### src/include/spims_pkg.sv
// Package with register map, field positions, reset values and shared types of the serial port
package spims_pkg;
  // ********************************************************************
  // Register offsets
  // ********************************************************************
  localparam logic [7:0] OFS_DATA = 8'h00;
  localparam logic [7:0] OFS_CTRL = 8'h04;
  localparam logic [7:0] OFS_STAT = 8'h08;
  localparam logic [7:0] OFS_DIV  = 8'h0C;
  localparam logic [7:0] OFS_EN   = 8'h10;
  localparam logic [7:0] OFS_LEN  = 8'h14;
  // ********************************************************************
  // Reset values and masks
  // ********************************************************************
  localparam logic [18:0] CTRL_RST  = 19'h01020;
  localparam logic [18:0] CTRL_MASK = 19'h7FF3F;
  localparam logic [9:0]  STAT_RST  = 10'h006;
  localparam logic [15:0] DIV_RST   = 16'h00FF;
  localparam logic [23:0] LEN_RST   = 24'h010101;
  localparam logic [1:0]  RESP_OKAY = 2'h0;
  localparam logic [1:0]  RESP_SLV  = 2'h2;
  // ********************************************************************
  // Control field positions
  // ********************************************************************
  localparam int CB_WID   = 0;
  localparam int CB_CLOCK_IDLE_POLARITY  = 2;
  localparam int CB_CLOCK_PHASE  = 3;
  localparam int CB_FIRST_BIT_ORDER  = 4;
  localparam int CB_MS    = 5;
  localparam int CB_SELECT_POLARITY = 8;
  localparam int CB_SSOE  = 9;
  localparam int CB_IGN   = 10;
  localparam int CB_LBE   = 11;
  localparam int CB_SSLVL = 12;
  localparam int CB_SSMAN = 13;
  localparam int CB_RX_IRQ_EN  = 14;
  localparam int CB_TX_IRQ_EN  = 15;
  localparam int CB_SELECT_EDGE_IRQ_EN = 16;
  localparam int CB_RX_DMA_DONE_IRQ_EN = 17;
  localparam int CB_TX_DMA_DONE_IRQ_EN = 18;
  localparam int CB_RXFL  = 19;
  localparam int CB_TXFL  = 20;
  // ********************************************************************
  // Status field positions
  // ********************************************************************
  localparam int SB_RXF   = 0;
  localparam int SB_TXE   = 1;
  localparam int SB_IDLE  = 2;
  localparam int SB_UDR   = 3;
  localparam int SB_OVR   = 4;
  localparam int SB_SSON  = 5;
  localparam int SB_SSDET = 6;
  localparam int SB_RXDMA = 8;
  localparam int SB_TXDMA = 9;
  // ********************************************************************
  // Types
  // ********************************************************************
  typedef struct packed {
    logic sel;
    logic sclk;
    logic mosi;
    logic miso;
  } spims_pins_t;

  typedef enum logic [4:0] {
    ST_IDLE  = 5'b00001,
    ST_START = 5'b00010,
    ST_XFER  = 5'b00100,
    ST_GAP   = 5'b01000,
    ST_STOP  = 5'b10000
  } spims_state_t;
endpackage

### src/design/spims_port.sv
// Serial port, master or slave, with its AXI4-Lite register file
// Behaviour
// - control bit picks slave (0) or master (1); master makes clock and select
// - width code 00..11 gives 8, 9, 16 or 17 bit frames
// - bit order 0 sends LSB first, 1 sends MSB first
// - equal polarity and phase sample rising edge; mixed ones sample falling
// - phase 0 samples odd clock edges, phase 1 even edges
// - clock polarity bit inverts serial clock waveform only
// - select polarity 0 means active low, 1 active high, both directions
// - select pin driven only when select output enable is set
// - master manual mode puts manual level on select, else automatic select
// - slave takes data only while selected unless select is ignored
// - master loopback feeds transmit bit back into receive path
// - writing 1 to a flush bit empties that buffer; bits are write-only
// - select edge interrupt enable raises interrupt on both select edges
// - transmit and receive interrupt enables gate their requests
// - DMA done interrupt enables gate the DMA done interrupts
// - status flags mark DMA transmit and receive completion
// - one offset: write loads transmit buffer, read returns received data
// - pin directions follow master or slave mode
// - transmit ready clears on data write; receive ready clears on read
// - overrun sets on arrival into full buffer; clears on data access
// - serial clock is clock divided by divider plus one, divider one up
`timescale 1ns/10ps
module spims_port
  import spims_pkg::*;
(
  input  wire logic        aclk,
  input  wire logic        aresetn,
  input  wire logic [7:0]  s_axi_awaddr,
  input  wire logic        s_axi_awvalid,
  output      logic        s_axi_awready,
  input  wire logic [31:0] s_axi_wdata,
  input  wire logic [3:0]  s_axi_wstrb,
  input  wire logic        s_axi_wvalid,
  output      logic        s_axi_wready,
  output      logic [1:0]  s_axi_bresp,
  output      logic        s_axi_bvalid,
  input  wire logic        s_axi_bready,
  input  wire logic [7:0]  s_axi_araddr,
  input  wire logic        s_axi_arvalid,
  output      logic        s_axi_arready,
  output      logic [31:0] s_axi_rdata,
  output      logic [1:0]  s_axi_rresp,
  output      logic        s_axi_rvalid,
  input  wire logic        s_axi_rready,
  input  wire spims_pins_t pin_in,
  output      spims_pins_t pin_out,
  output      spims_pins_t pin_oe,
  input  wire logic        dma_tx_done,
  input  wire logic        dma_rx_done,
  output      logic        dma_tx_req,
  output      logic        dma_rx_req,
  output      logic        irq
);
  // ********************************************************************
  // State
  // ********************************************************************
  logic [18:0]  ctrl;
  logic [15:0]  div;
  logic         en;
  logic [23:0]  len;
  logic         aw_got, w_got;
  logic [7:0]   aw_addr;
  logic [31:0]  w_data;
  logic [3:0]   w_strb;
  logic [16:0]  tx_buf, rx_buf, cur, rx_word, next_rx_word;
  logic         tx_full, rx_full, ovr, udr, ssdet, tx_dma_complete, rx_dma_complete;
  spims_pins_t  pin_s1, pin_s2, pin_s3;
  spims_state_t st;
  logic [15:0]  cnt;
  logic [7:0]   dcnt;
  logic [5:0]   e;
  logic         en_d, sel_d;

  // ********************************************************************
  // Bus decode
  // ********************************************************************
  wire        aw_hs       = s_axi_awvalid & s_axi_awready;
  wire        w_hs        = s_axi_wvalid & s_axi_wready;
  wire        ar_hs       = s_axi_arvalid & s_axi_arready;
  wire        do_wr       = aw_got & w_got;
  wire        next_aw_got = (aw_got | aw_hs) & ~do_wr;
  wire        next_w_got  = (w_got | w_hs) & ~do_wr;
  wire        next_bvalid = do_wr | (s_axi_bvalid & ~s_axi_bready);
  wire        next_rvalid = ar_hs | (s_axi_rvalid & ~s_axi_rready);
  wire [31:0] wm          = {{8{w_strb[3]}}, {8{w_strb[2]}}, {8{w_strb[1]}}, {8{w_strb[0]}}};
  wire [31:0] wd          = w_data & wm;
  wire        wr_data     = do_wr & (aw_addr == OFS_DATA);
  wire        wr_ctrl     = do_wr & (aw_addr == OFS_CTRL);
  wire        wr_stat     = do_wr & (aw_addr == OFS_STAT);
  wire        wr_div      = do_wr & (aw_addr == OFS_DIV);
  wire        wr_en       = do_wr & (aw_addr == OFS_EN);
  wire        wr_len      = do_wr & (aw_addr == OFS_LEN);
  wire        wr_ok       = wr_data | wr_ctrl | wr_stat | wr_div | wr_en | wr_len;
  wire        rd_data     = ar_hs & (s_axi_araddr == OFS_DATA);
  wire        tx_flush    = wr_ctrl & wd[CB_TXFL];
  wire        rx_flush    = wr_ctrl & wd[CB_RXFL];
  wire        en_off      = wr_en & wm[0] & ~w_data[0];

  // ********************************************************************
  // Mode and frame geometry
  // ********************************************************************
  wire       master = ctrl[CB_MS];
  wire       clock_idle_polarity   = ctrl[CB_CLOCK_IDLE_POLARITY];
  wire       clock_phase   = ctrl[CB_CLOCK_PHASE];
  wire       first_bit_order   = ctrl[CB_FIRST_BIT_ORDER];
  logic [5:0] nbits;
  always_comb
  begin
    unique case (ctrl[CB_WID +: 2])
      2'h0: nbits = 6'd8;
      2'h1: nbits = 6'd9;
      2'h2: nbits = 6'd16;
      2'h3: nbits = 6'd17;
    endcase
  end
  wire [5:0] last_e = (nbits << 1) - 6'd1;

  // Bit position of the outgoing and incoming bit for the current edge count
  wire [5:0] k_out  = (clock_phase & (e != 6'd0)) ? ((e - 6'd1) >> 1) : (e >> 1);
  wire [5:0] k_in   = e >> 1;
  wire [5:0] p_out  = first_bit_order ? (nbits - 6'd1 - k_out) : k_out;
  wire [5:0] p_in   = first_bit_order ? (nbits - 6'd1 - k_in) : k_in;
  wire       tx_bit = cur[p_out[4:0]];

  // ********************************************************************
  // Edge sources: divider in master, synchronised pins in slave
  // ********************************************************************
  wire [15:0] half    = div >> 1;
  wire        p_tick  = (cnt == div);
  wire        m_edge  = (st == ST_XFER) & ((cnt == half) | p_tick);
  wire        sel_act = pin_s2.sel ^ ~ctrl[CB_SELECT_POLARITY];
  wire        sel_pre = pin_s3.sel ^ ~ctrl[CB_SELECT_POLARITY];
  wire        s_sel   = ctrl[CB_IGN] | sel_act;
  wire        s_edge  = ~master & en & s_sel & (pin_s2.sclk ^ pin_s3.sclk);
  wire        edge_ev = master ? m_edge : s_edge;
  wire        smp     = edge_ev & (e[0] == clock_phase);
  wire        in_bit  = master ? (ctrl[CB_LBE] ? tx_bit : pin_s2.miso) : pin_s2.mosi;
  wire        f_end   = edge_ev & (e == last_e);
  wire        go      = en & (tx_full | (en & ~en_d));
  wire        m_load  = ((st == ST_IDLE) & go) | ((st == ST_GAP) & p_tick & (dcnt == 8'd1));
  wire        s_load  = ~master & en & ((s_sel & ~sel_d) | f_end);
  wire        load    = master ? m_load : s_load;
  wire        idle    = (st == ST_IDLE) & (master | (e == 6'd0));

  // Receive word including the bit taken at this edge
  always_comb
  begin
    next_rx_word = rx_word;
    if (smp)
      next_rx_word[p_in[4:0]] = in_bit;
  end

  // ********************************************************************
  // Pin synchroniser
  // ********************************************************************
  always_ff @(posedge aclk)
  begin
    pin_s1 <= pin_in;
    pin_s2 <= pin_s1;
    pin_s3 <= pin_s2;
  end

  // ********************************************************************
  // Bus slave handshake
  // ********************************************************************
  always_ff @(posedge aclk)
  begin
    if (!aresetn)
    begin
      aw_got        <= 1'b0;
      w_got         <= 1'b0;
      aw_addr       <= 8'h00;
      w_data        <= 32'h00000000;
      w_strb        <= 4'h0;
      s_axi_awready <= 1'b0;
      s_axi_wready  <= 1'b0;
      s_axi_bvalid  <= 1'b0;
      s_axi_bresp   <= RESP_OKAY;
      s_axi_arready <= 1'b0;
      s_axi_rvalid  <= 1'b0;
      s_axi_rdata   <= 32'h00000000;
      s_axi_rresp   <= RESP_OKAY;
    end
    else
    begin
      aw_got        <= next_aw_got;
      w_got         <= next_w_got;
      s_axi_awready <= ~next_aw_got & ~next_bvalid;
      s_axi_wready  <= ~next_w_got & ~next_bvalid;
      s_axi_bvalid  <= next_bvalid;
      s_axi_arready <= ~next_rvalid;
      s_axi_rvalid  <= next_rvalid;
      if (aw_hs)
        aw_addr <= s_axi_awaddr;
      if (w_hs)
      begin
        w_data <= s_axi_wdata;
        w_strb <= s_axi_wstrb;
      end
      if (do_wr)
        s_axi_bresp <= wr_ok ? RESP_OKAY : RESP_SLV;
      if (ar_hs)
      begin
        s_axi_rresp <= RESP_OKAY;
        unique case (s_axi_araddr)
          OFS_DATA: s_axi_rdata <= {15'h0000, rx_buf};
          OFS_CTRL: s_axi_rdata <= {13'h0000, ctrl};
          OFS_STAT: s_axi_rdata <= {22'h000000, tx_dma_complete, rx_dma_complete, 1'b0, ssdet, sel_act,
                                    ovr, udr, idle, ~tx_full, rx_full};
          OFS_DIV:  s_axi_rdata <= {16'h0000, div};
          OFS_EN:   s_axi_rdata <= {31'h00000000, en};
          OFS_LEN:  s_axi_rdata <= {8'h00, len};
          default:
          begin
            s_axi_rdata <= 32'h00000000;
            s_axi_rresp <= RESP_SLV;
          end
        endcase
      end
    end
  end

  // ********************************************************************
  // Configuration registers
  // ********************************************************************
  always_ff @(posedge aclk)
  begin
    if (!aresetn)
    begin
      ctrl <= CTRL_RST;
      div  <= DIV_RST;
      en   <= 1'b0;
      len  <= LEN_RST;
    end
    else
    begin
      if (wr_ctrl)
        ctrl <= ((ctrl & ~wm[18:0]) | wd[18:0]) & CTRL_MASK;
      if (wr_div)
        div <= (div & ~wm[15:0]) | wd[15:0];
      if (wr_en & wm[0])
        en <= w_data[0];
      if (wr_len)
        len <= (len & ~wm[23:0]) | wd[23:0];
    end
  end

  // ********************************************************************
  // Buffers and status flags; a hardware set wins over a clear, except overrun, which a same-cycle data read suppresses
  // ********************************************************************
  always_ff @(posedge aclk)
  begin
    if (!aresetn)
    begin
      tx_buf  <= 17'h00000;
      rx_buf  <= 17'h00000;
      tx_full <= 1'b0;
      rx_full <= 1'b0;
      ovr     <= 1'b0;
      udr     <= 1'b0;
      ssdet   <= 1'b0;
      tx_dma_complete  <= 1'b0;
      rx_dma_complete  <= 1'b0;
      cur     <= 17'h00000;
    end
    else
    begin
      if (wr_data)
        tx_buf <= w_data[16:0];
      tx_full <= (wr_data | (tx_full & ~load)) & ~tx_flush;
      rx_full <= (f_end | (rx_full & ~rd_data & ~en_off)) & ~(rx_flush & ~f_end);
      ovr     <= (f_end & rx_full & ~rd_data) | (ovr & ~rd_data & ~wr_data & ~en_off);
      udr     <= (load & ~tx_full) | (udr & ~wr_data & ~rd_data & ~en_off);
      ssdet   <= (sel_act ^ sel_pre) | (ssdet & ~(wr_stat & wm[SB_SSDET] & ~w_data[SB_SSDET])
                 & ~en_off);
      tx_dma_complete  <= dma_tx_done | (tx_dma_complete & ~(wr_stat & wm[SB_TXDMA] & ~w_data[SB_TXDMA])
                 & ~en_off);
      rx_dma_complete  <= dma_rx_done | (rx_dma_complete & ~(wr_stat & wm[SB_RXDMA] & ~w_data[SB_RXDMA])
                 & ~en_off);
      if (f_end)
        rx_buf <= next_rx_word;
      if (load & tx_full)
        cur <= tx_buf;
    end
  end

  // ********************************************************************
  // Transfer sequencer: start delay, frame, burst gap, stop delay
  // ********************************************************************
  always_ff @(posedge aclk)
  begin
    if (!aresetn)
    begin
      st      <= ST_IDLE;
      cnt     <= 16'h0000;
      dcnt    <= 8'h00;
      e       <= 6'd0;
      rx_word <= 17'h00000;
      en_d    <= 1'b0;
      sel_d   <= 1'b0;
    end
    else
    begin
      en_d    <= en;
      sel_d   <= s_sel;
      cnt     <= (p_tick | (st == ST_IDLE)) ? 16'h0000 : cnt + 16'h0001;
      rx_word <= load ? 17'h00000 : next_rx_word;
      if (load | f_end | (~master & ~s_sel) | ~en)
        e <= 6'd0;
      else if (edge_ev)
        e <= e + 6'd1;
      if (~master | ~en)
        st <= ST_IDLE;
      else
      begin
        unique case (st)
          ST_IDLE:
            if (go)
            begin
              st   <= ST_START;
              dcnt <= len[7:0];
            end
          ST_START, ST_GAP, ST_STOP:
            if (p_tick)
            begin
              dcnt <= dcnt - 8'd1;
              if (dcnt <= 8'd1)
                st <= (st == ST_STOP) ? ST_IDLE : ST_XFER;
            end
          ST_XFER:
            if (f_end)
            begin
              st   <= tx_full ? ST_GAP : ST_STOP;
              dcnt <= tx_full ? len[15:8] : len[23:16];
            end
        endcase
      end
    end
  end

  // ********************************************************************
  // Pin drivers, DMA requests and interrupt
  // ********************************************************************
  wire sel_auto = (st != ST_IDLE) ^ ~ctrl[CB_SELECT_POLARITY];
  always_ff @(posedge aclk)
  begin
    if (!aresetn)
    begin
      pin_out    <= '0;
      pin_oe     <= '0;
      dma_tx_req <= 1'b0;
      dma_rx_req <= 1'b0;
      irq        <= 1'b0;
    end
    else
    begin
      pin_out.sel  <= ctrl[CB_SSMAN] ? ctrl[CB_SSLVL] : sel_auto;
      pin_out.sclk <= clock_idle_polarity ^ ((st == ST_XFER) & e[0]);
      pin_out.mosi <= tx_bit;
      pin_out.miso <= tx_bit;
      pin_oe.sel   <= master & ctrl[CB_SSOE];
      pin_oe.sclk  <= master;
      pin_oe.mosi  <= master;
      pin_oe.miso  <= ~master & en & s_sel;
      dma_tx_req   <= en & ~tx_full;
      dma_rx_req   <= rx_full;
      irq <= (ctrl[CB_TX_IRQ_EN] & ~tx_full) | (ctrl[CB_RX_IRQ_EN] & rx_full)
           | (ctrl[CB_SELECT_EDGE_IRQ_EN] & ssdet)
           | (ctrl[CB_TX_DMA_DONE_IRQ_EN] & tx_dma_complete) | (ctrl[CB_RX_DMA_DONE_IRQ_EN] & rx_dma_complete);
    end
  end

  // ********************************************************************
  // Assertions
  // ********************************************************************
  frame_len_a: assert property (@(posedge aclk) disable iff (!aresetn)
    f_end |-> (e == ((ctrl[CB_WID+1] ? 6'd31 : 6'd15) + (ctrl[CB_WID] ? 6'd2 : 6'd0))))
    else $error("frame ended at wrong edge count");
  idle_clock_a: assert property (@(posedge aclk) disable iff (!aresetn)
    (master && st == ST_IDLE) |=> pin_out.sclk == $past(clock_idle_polarity))
    else $error("idle serial clock level wrong");
  sel_manual_a: assert property (@(posedge aclk) disable iff (!aresetn)
    ctrl[CB_SSMAN] |=> pin_out.sel == $past(ctrl[CB_SSLVL]))
    else $error("manual select level not driven");
  sel_enable_a: assert property (@(posedge aclk) disable iff (!aresetn)
    !ctrl[CB_SSOE] |=> !pin_oe.sel)
    else $error("select driven while disabled");
  tx_flush_a: assert property (@(posedge aclk) disable iff (!aresetn)
    tx_flush |=> !tx_full)
    else $error("transmit flush left data");
  tx_write_a: assert property (@(posedge aclk) disable iff (!aresetn)
    (wr_data && !tx_flush) |=> tx_full && tx_buf == $past(w_data[16:0]))
    else $error("transmit write not taken");
  rx_overrun_a: assert property (@(posedge aclk) disable iff (!aresetn)
    (f_end && rx_full && !rd_data) |=> ovr)
    else $error("overrun not flagged");
  dma_done_a: assert property (@(posedge aclk) disable iff (!aresetn)
    dma_tx_done |=> tx_dma_complete ##0 (tx_dma_complete || !$past(dma_tx_done, 2)))
    else $error("transmit dma flag not set");
  slave_pins_a: assert property (@(posedge aclk) disable iff (!aresetn)
    !master [*2] |-> !pin_oe.sclk && !pin_oe.mosi && !pin_oe.sel)
    else $error("slave drives master pins");
endmodule

### config.mk
export PLATFORM = sky130hd
export DESIGN_NAME = spims_port
export DESIGN_NICKNAME = d
export VERILOG_FILES = /design/src/include/spims_pkg.sv /design/src/design/spims_port.sv
export SDC_FILE = /design/constraint.sdc
export NUM_CORES = 1
export LEC_CHECK = 0
export BUFFER_PORTS_ARGS = -buffer_cell sky130_fd_sc_hd__buf_2
export CORE_ASPECT_RATIO = 1.5
export CORE_MARGIN = 5
export CORE_UTILIZATION = 51
export CTS_BUF_LIST = sky130_fd_sc_hd__clkbuf_4 sky130_fd_sc_hd__clkbuf_8
export CTS_CLUSTER_SIZE = 40
export DETAILED_ROUTE_END_ITERATION = 6
export PLACE_DENSITY = 0.75
export SLEW_MARGIN = 0
export SYNTH_ARGS = -nofsm -noshare
export SYNTH_HDL_FRONTEND = slang
export SYNTH_SLANG_ARGS = --single-unit
### constraint.sdc
create_clock -name aclk -period 6.2 [get_ports aclk]
set_input_delay 0.62 -clock aclk [delete_from_list [all_inputs] [get_ports aclk]]
set_output_delay 0.62 -clock aclk [all_outputs]
set_load 0.1 [all_outputs]
; Word level (Yosys, flattened, before mapping)
; Index checks and enable logic that the tools add are counted.
[op_classes]
addsub = 8
mul = 0
div = 0
n_lt_le_gt_ge = 4
n_eq_ne = 28
n_shift = 0
mux = 30
n_bitwise = 149
reduce_logical = 14
[op_table]
columns = cell, count
row1 = $pmux 24 s6, 1
row2 = $and 1x1->1, 72
row3 = $and 24x24->24, 2
row4 = $mux 5, 8
row5 = $eq 8x4->1 const B, 4
row6 = $eq 8x5->1 const B, 4
row7 = $mux 8, 4
row8 = $or 1x1->1, 31
row9 = $not 1->1, 30
row10 = $not 24->24, 1
row11 = $or 24x24->24, 1
row12 = $pmux 8 s3, 1
row13 = $pmux 5 s4, 1
row14 = $and 19x19->19, 1
row15 = $not 19->19, 1
row16 = $or 19x19->19, 1
row17 = $bwmux 17, 1
row18 = $mux 17, 1
row19 = $add 16x1->16 const B, 1
row20 = $and 16x16->16, 1
row21 = $eq 16x15->1, 1
row22 = $eq 16x16->1, 1
row23 = $eq 8x3->1 const B, 2
row24 = $logic_not 8->1, 2
row25 = 37 further kinds, 60
[word_totals]
regBits = 267
latch_bits = 0
ram_bits = 0
mem_bits_ro = 0
in_bits = 65
out_inout_bits = 52
word_cells = 286
n_memories = 0

; Longest topological paths before layout
; Gate-level depths: netlist of the first run.
[depth]
ltp_word = 14
mapped_depth = 17
depth_no_buf = 16

; Worst setup path before layout of the first run
; Ideal clock, no wire load.
[synth_path]
kind = reg-to-reg
startpoint = register e[1]
endpoint = register rx_buf[10]
setup_ps = 74
arrival_ps = 3884
path_slack_ps = 2242
stages_incl_launch_ff = 18
period_less_slack_ps = 3958
cell_sequence = dfxtp_1 -> inv_1 -> ha_1 -> or4b_4 -> o211ai_2 -> a21boi_0 -> ha_1 -> inv_1 -> fa_1 -> a21o_1 -> a21oi_1 -> mux2i_1 -> xor2_1 -> o211ai_1 -> o41ai_2 -> buf_2 -> o211ai_1 -> a31oi_1
[synth_via]
elab_chain_len = 11
[synth_lines]
columns = item, line_no
row1 = from (decl), spims_port.sv:73  ; logic [5:0] e;
row2 = from (signal assigned), spims_port.sv:313  ; e <= e + 6'd1;
row3 = branches (longest 11 deep; another with $sub 6x1->6), n/a
row4 = to (signal assigned), spims_port.sv:283  ; rx_buf <= next_rx_word;
row5 = to (decl), spims_port.sv:67  ; logic [16:0] tx_buf, rx_buf, cur, rx_word, next_rx_word;
; Several ways; the timed one is not identified. The select of a mux whose other input is x is not followed.
; A chain may end at the register's enable or synchronous reset.

; Final worst setup path of the first run
[layout_path]
startpoint = register e[1]
endpoint = register rx_word[0]
[layout_via]
elab_chain_len = 11
[layout_lines]
columns = item, line_no
row1 = branches (longest 11 deep; another with $sub 6x1->6), n/a
row2 = to (signal assigned), spims_port.sv:309  ; rx_word <= load ? 17'h00000 : next_rx_word;
row3 = to (decl), spims_port.sv:67
; Several ways; the timed one is not identified. The select of a mux whose other input is x is not followed.

==> summary.md, run 1 <==
| Metric | Value |
|---|---|
| CTS tree | `done` |
| Die W | `between 100 and 150 microns` |
| First DRT Iteration DRCs | `approximately 960` |
| Yosys top cell area share | `a little over two fifths` |
| Placement Setup Slack | `between 1500 and 2000 ps` |
| HPWL Detailed | `~25,000 microns` |
| Main synth FF type | `dfxtp_1` |
| WL/cell | `just under 20 microns` |
| ANT nets after route | `0` |
| Final Setup Violations | `0` |
| RSZ-0062 raised after global routing | `false` |
| Leak pwr | `approximately 0.0052 uW` |
| Setup repair bufs after CTS | `0` |
| Largest net degree at the start of global routing | `85` |
| GR Util All Layers | `around 26%` |
| Remaining DRCs | `1` |
| Nets | `roughly 1,500` |
| First drt pass iteration count | `7` |
| Register area | `just over 5000 sq um` |
| Layout fillers | `2,072` |
| Sink Count | `~260` |
| Most common cell after layout, fill and taps aside | `dfxtp_1` |
| Overall Power | `roughly 3300 uW` |
| Rows | `68` |
| Worst Hold Slack | `153 ps` |
| #FFs+latches synth | `around 260` |
| Max IR drop VDD | `roughly 0.00023 V` |
| Violated checks | `DRC` |
| Ports | `117` |
| Final instance area | `roughly 13,000 sq um` |
| Fin crit period | `4580 ps` |
| Initial antenna violation count | `1` |
| Area of the multi-input gates | `6280 sq um` |
| Clock Path Buffers | `3` |
| TNS Setup | `0 ps` |
| WS Path Type | `reg2reg` |
| Status | `complete, but fails checks` |
| Req. time, crit path | `6640 ps` |
| Post-synth top area cell | `dfxtp_1` |
| Vias in the first global route | `approximately 10,000` |
| Startpoint Class | `flop` |
| Worst-Margin Slew | `between 1000 and 1500 ps` |
| PortBufs | `a little under 100` |
| Later-pin clock latency in the skew report | `570 ps` |
| Number of flops mapped to enable cells by yosys | `0` |
| Initial Util | `51.8%` |
| PostCTS Resize Cnt | `0` |
| Max-cap violation count | `0` |
| Final slew viol count | `0` |
| Avg Inst Size Synth | `approximately 8.5 sq um` |
| Class of the worst hold path | `in2reg` |
| TritonCTS buffer count | `39` |
| CTS root buf | `clkbuf_8` |
| Final hold vios | `0` |
| Layout cells sized above 1 | `between 10 and 15%` |
| Crit path DAT | `between 5000 and 6000 ps` |
| DP Area | `12,500 sq um` |
| Ys async rst share | `0%` |
| Vias/cell | `around 6` |
| YS warnings | `0` |
| CP endpoint kind | `flop` |
| GRT overflow | `0` |
| Synth area leaders | `dfxtp_1 43%, mux2i_1 6.9%, nand2_1 6.4%` |
| Seq/Total Area, Yosys | `a little over two fifths` |
| Max Clock Skew | `between 30 and 40 ps` |
| Rel. slew slack | `between 10% and 20%` |
| Die H | `197 microns` |
| First-pass GRT wire length | `~55,000 microns` |
| DR vias | `approximately 11,000` |
| Antenna diode count | `0` |
| Post-Syn Instances | `roughly 1,400` |
| CTS H-tree lvls | `2` |
| Worst-path maximum fanout | `30` |
| Cts hold-fix bufs | `0` |
| Unique masters post-synth | `75` |
| Pwr per Cell Area | `251 nW/um^2` |
| Max Clock Freq | `around 220 MHz` |
| Die area | `26,700 sq um` |
| Post-Syn Area | `between 10,000 and 15,000 sq um` |
| Worst-path clk slew | `~70 ps` |
| Routability congestion estimate | `around 0.99` |
| Tcrit/Tclk final | `between 70% and 80%` |
| Area Overhead vs Synth | `11.2%` |
| Final WS setup | `1620 ps` |
| Core area | `around 23,000 sq um` |
| WL final | `34,800 microns` |
| Most frequent cells in the layout | `257 x dfxtp_1, 203 x nand2_1, 164 x nor2_1` |
Yosys cell counts, drive strengths merged (3+ instances only):
master	instances
a2bb2oi	11
buf	28
or4	7
ha	17
nand2	203
nor2b	6
o32ai	4
and2	6
a21boi	7
nor3b	5
a222oi	5
mux2i	82
mux2	12
nor4	22
mux4	3
o21a	3
a221oi	7
inv	26
nand3	34
o211ai	35
xnor2	19
nor2	164
and3	8
xor2	47
o31ai	4
nand2b	17
a21oi	142
a32oi	10
a22o	5
o22ai	7
dfxtp	257
nor3	22
a211oi	6
a22oi	6
a21o	3
or3	7
a31oi	12
nand4	10
clkbuf	75
o21ai	32
or2	4
critical path, stage by stage, from the launching register on:
cell,delay [ps]
dfxtp_1,380
inv_1,180
ha_1,210
or4b_4,470
o211ai_2,230
a21boi_0,210
ha_1,190
inv_1,60
fa_1,390
a21o_1,190
a21oi_1,180
mux2i_1,310
xor2_1,170
o211ai_1,170
o41ai_4,380
buf_4,380
o211ai_1,130
a21oi_1,200
final timing paths:
check / start / endpoint / slack, ps / depth (start not counted)
setup reg to reg: e[1] / rx_word[0] / 1620 / 17
setup / recovery: e[1] / rx_word[0] / 1620 / 17
hold / removal: pin_in[3] / pin_s1[3] / 150 / 1
hold reg to reg: pin_s1[2] / pin_s2[2] / 330 / 0
power breakdown:
| part | leakage (uW) | internal, uW | switching (uW) | total [uW] |
|---|---|---|---|---|
| Clock | 0.000427 | 800 | 664 | 1460 |
| Sequential | 0.00208 | 1670 | 27.8 | 1700 |
| Combinational | 0.00266 | 40.1 | 130 | 170 |
layer usage:
metal / up-vias / track usage, % / share of wire, %
li1: 5026 / - / -
met1: 5027 / 30.2 / 39
met2: 433 / 42.4 / 47
met3: 144 / 5.48 / 7.0
met4: 2 / 16.5 / 7.6
met5: - / 0 / 0.029
layout make-up:
type / instances / area share [%]
flip-flops and latches: 257 / 38.7
repair buffers: 108 / 4.27
clock buffers: 60 / 5.55
inverters: 26 / 0.753
well taps: 315 / 2.97
multi-input cells: 1028 / 47.3
clock inverters: 6 / 0.480
logic make-up after synthesis:
group,count (synthesis),share of synthesized area [%]
DFF,257,43.1
muxes,97,8.57
xor gates and xnor gates,66,4.84
AOI/OAI and AO/OA,313,17.0
other,1,0.0314
buffers and inverters,129,4.84
adders and majority gates,19,2.12
and+or+nand+nor,523,19.6
through the flow:
step	std cells	utilization, %
finish	1800	57.6
floorplan	1414	-
global placement	1734	54.2
global route	1800	57.6
detailed placement	1734	54.2
CTS	1800	57.6
No activity file was read; power rests on OpenSTA's default activity.
==> run 2, diff against run 1 <==
==> constraint.sdc (replaced) <==
create_clock -name aclk -period 4.8 [get_ports aclk]
set_input_delay 0.48 -clock aclk [delete_from_list [all_inputs] [get_ports aclk]]
set_output_delay 0.48 -clock aclk [all_outputs]
set_load 0.1 [all_outputs]
==> summary.md, run 2 (same netlist as run 1, synthesis figures left out) <==
| Metric | Value |
|---|---|
| Final hold vios | `0 (unchanged)` |
| Fin crit period | `4690 ps (was 4580 ps)` |
| Rows | `68 (unchanged)` |
| WL/cell | `19.6 microns (was 19.3 microns)` |
| Met1 Resource Use GR | `30.1% (was 30.2%)` |
| Final Setup Violations | `0 (unchanged)` |
| Top Usage Layer GRT | `met2 (unchanged)` |
| Layout cells sized above 1 | `14.7% (was 13.9%)` |
| Reg2Reg Depth | `15 (was 17)` |
| Remaining DRCs | `0 (was 1)` |
| Clock Path Buffers | `3 (unchanged)` |
| Layout fillers | `2,023 (was 2,072)` |
| Worst-path maximum fanout | `15 (was 30)` |
| FF-to-FF Start | `e[1] (unchanged)` |
| Setup repair bufs after CTS | `0 (unchanged)` |
| RSZ-0062 raised after global routing | `true (was false)` |
| First-pass GRT wire length | `55,000 microns (was 54,500 microns)` |
| WL final | `35,600 microns (was 34,800 microns)` |
| Startpoint Class | `flop (unchanged)` |
| Met3 global-route usage | `4.69% (was 5.48%)` |
| Class of the worst hold path | `in2reg (unchanged)` |
| Worst R2R End | `rx_buf[0] (was rx_word[0])` |
| Max-cap violation count | `0 (unchanged)` |
| CTS tree | `done (unchanged)` |
| Critical Path Start | `e[1] (unchanged)` |
| Max IR drop VDD | `0.000274 V (was 0.000233 V)` |
| Worst Hold Slack | `30.9 ps (was 153 ps)` |
| Nets | `1,557 (was 1,544)` |
| Pwr per Cell Area | `325 nW/um^2 (was 251 nW/um^2)` |
| GRT overflow | `0 (unchanged)` |
| Core area | `23,100 sq um (unchanged)` |
| GR Util All Layers | `25.8% (was 25.7%)` |
| DP Cell Count | `1,746 (was 1,734)` |
| Status | `completed (was complete, but fails checks)` |
| PortBufs | `97 (unchanged)` |
| Crit path DAT | `5160 ps (was 5020 ps)` |
| Leak pwr | `0.00526 uW (was 0.00516 uW)` |
| CTS H-tree lvls | `2 (unchanged)` |
| Die H | `197 microns (unchanged)` |
| Vias in the first global route | `10,220 (was 10,076)` |
| Routability congestion estimate | `0.958 (was 0.989)` |
| ANT nets after route | `0 (unchanged)` |
| Die area | `26,700 sq um (unchanged)` |
| Hold EP | `pin_s1[3] (unchanged)` |
| M2 GR Usage | `42.7% (was 42.4%)` |
| Hold path start | `pin_in[3] (unchanged)` |
| CP endpoint kind | `flop (unchanged)` |
| WS Path Type | `reg2reg (unchanged)` |
| Rel. slew slack | `14.3% (was 19.9%)` |
| Final WS setup | `113 ps (was 1620 ps)` |
| Initial Util | `51.8% (unchanged)` |
| Initial antenna violation count | `1 (unchanged)` |
| Worst-Margin Slew | `1280 ps (was 1190 ps)` |
| Most common cell after layout, fill and taps aside | `dfxtp_1 (unchanged)` |
| Hold path depth | `1 (unchanged)` |
| Placement Setup Slack | `221 ps (was 1690 ps)` |
| Max Clock Freq | `213 MHz (was 218 MHz)` |
| Vias/cell | `5.92 (was 5.91)` |
| PostCTS Resize Cnt | `0 (unchanged)` |
| Tcrit/Tclk final | `97.6% (was 73.9%)` |
| TNS Setup | `0 ps (unchanged)` |
| Most frequent cells in the layout | `257 x dfxtp_1, 203 x nand2_1, 164 x nor2_1 (unchanged)` |
| Worst-path clk slew | `80 ps (was 70 ps)` |
| Final core utilization | `58.4% (was 57.6%)` |
| Ports | `117 (unchanged)` |
| DR vias | `10,751 (was 10,632)` |
| Final Non-Filler Cells | `1,816 (was 1,800)` |
| Sink Count | `257 (unchanged)` |
| Req. time, crit path | `5270 ps (was 6640 ps)` |
| Max Clock Skew | `27.3 ps (was 39.8 ps)` |
| Later-pin clock latency in the skew report | `560 ps (was 570 ps)` |
| TritonCTS buffer count | `39 (unchanged)` |
| Largest net degree at the start of global routing | `98 (was 85)` |
| First drt pass iteration count | `7 (unchanged)` |
| Final slew viol count | `0 (unchanged)` |
| HPWL Detailed | `25,000 microns (was 24,700 microns)` |
| First DRT Iteration DRCs | `1,078 (was 962)` |
| Area Overhead vs Synth | `12.7% (was 11.2%)` |
| Die W | `135 microns (unchanged)` |
| R2R setup slack | `110 ps (was 1620 ps)` |
| CTS root buf | `clkbuf_8 (unchanged)` |
-- run 2: area by class of cell --
class | instances | area [sq um] | share of cell area [%]
inverter | 26 | 100 | 0.744
timing repair buffer | 120 | 683 | 5.07
clock inverter | 6 | 70.1 | 0.520
tap | 315 | 394 | 2.93
sequential | 257 | 5140 | 38.2
antenna | 1 | 2.50 | 0.0186
clock buffer | 62 | 772 | 5.73
multi-input combinational | 1029 | 6290 | 46.8
-- run 2: through the flow --
step	area, sq um	power, uW
floorplan	12000	2400
global placement	12600	2460
detailed placement	12600	2470
CTS	13400	4390
global route	13500	4490
finish	13500	4370
-- run 2: power by group --
part           leakage, uW  internal, uW  switching, uW
clock network     0.000450          1080            866
logic              0.00273          53.8            172
registers          0.00208          2160           36.6
-- run 2: worst max-delay path by stage --
stage	end	slack, ps	cells past startpoint
after global routing	rx_word[12]	-30	15
after CTS	rx_buf[7]	210	15
final	rx_buf[0]	110	15
after floorplan	rx_buf[10]	840	17
after detailed placement	rx_buf[4]	220	15
after global placement	rx_buf[9]	310	15
-- run 2: worst max-delay path, stage by stage, from the launching register on --
cell	delay [ps]
dfxtp_1	390
inv_1	100
ha_1	170
or4b_4	470
o211ai_2	170
a21boi_0	200
ha_1	190
inv_1	60
fa_1	410
a21o_1	200
a21oi_1	170
mux2i_1	310
xnor2_1	260
o31ai_2	1060
o211ai_1	240
a21oi_1	180
-- run 2: metal layers --
layer | up-vias | part of all wire [%]
met2 | 494 | 47
met1 | 5062 | 38
met3 | 144 | 7.4
li1 | 5051 | -
met5 | - | 0
met4 | 0 | 7.7
-- run 2: timing repair --
action,CTS,global route
hold buffers,0,0
endpoints found under the hold margin,0,0
setup endpoints to repair,0,32
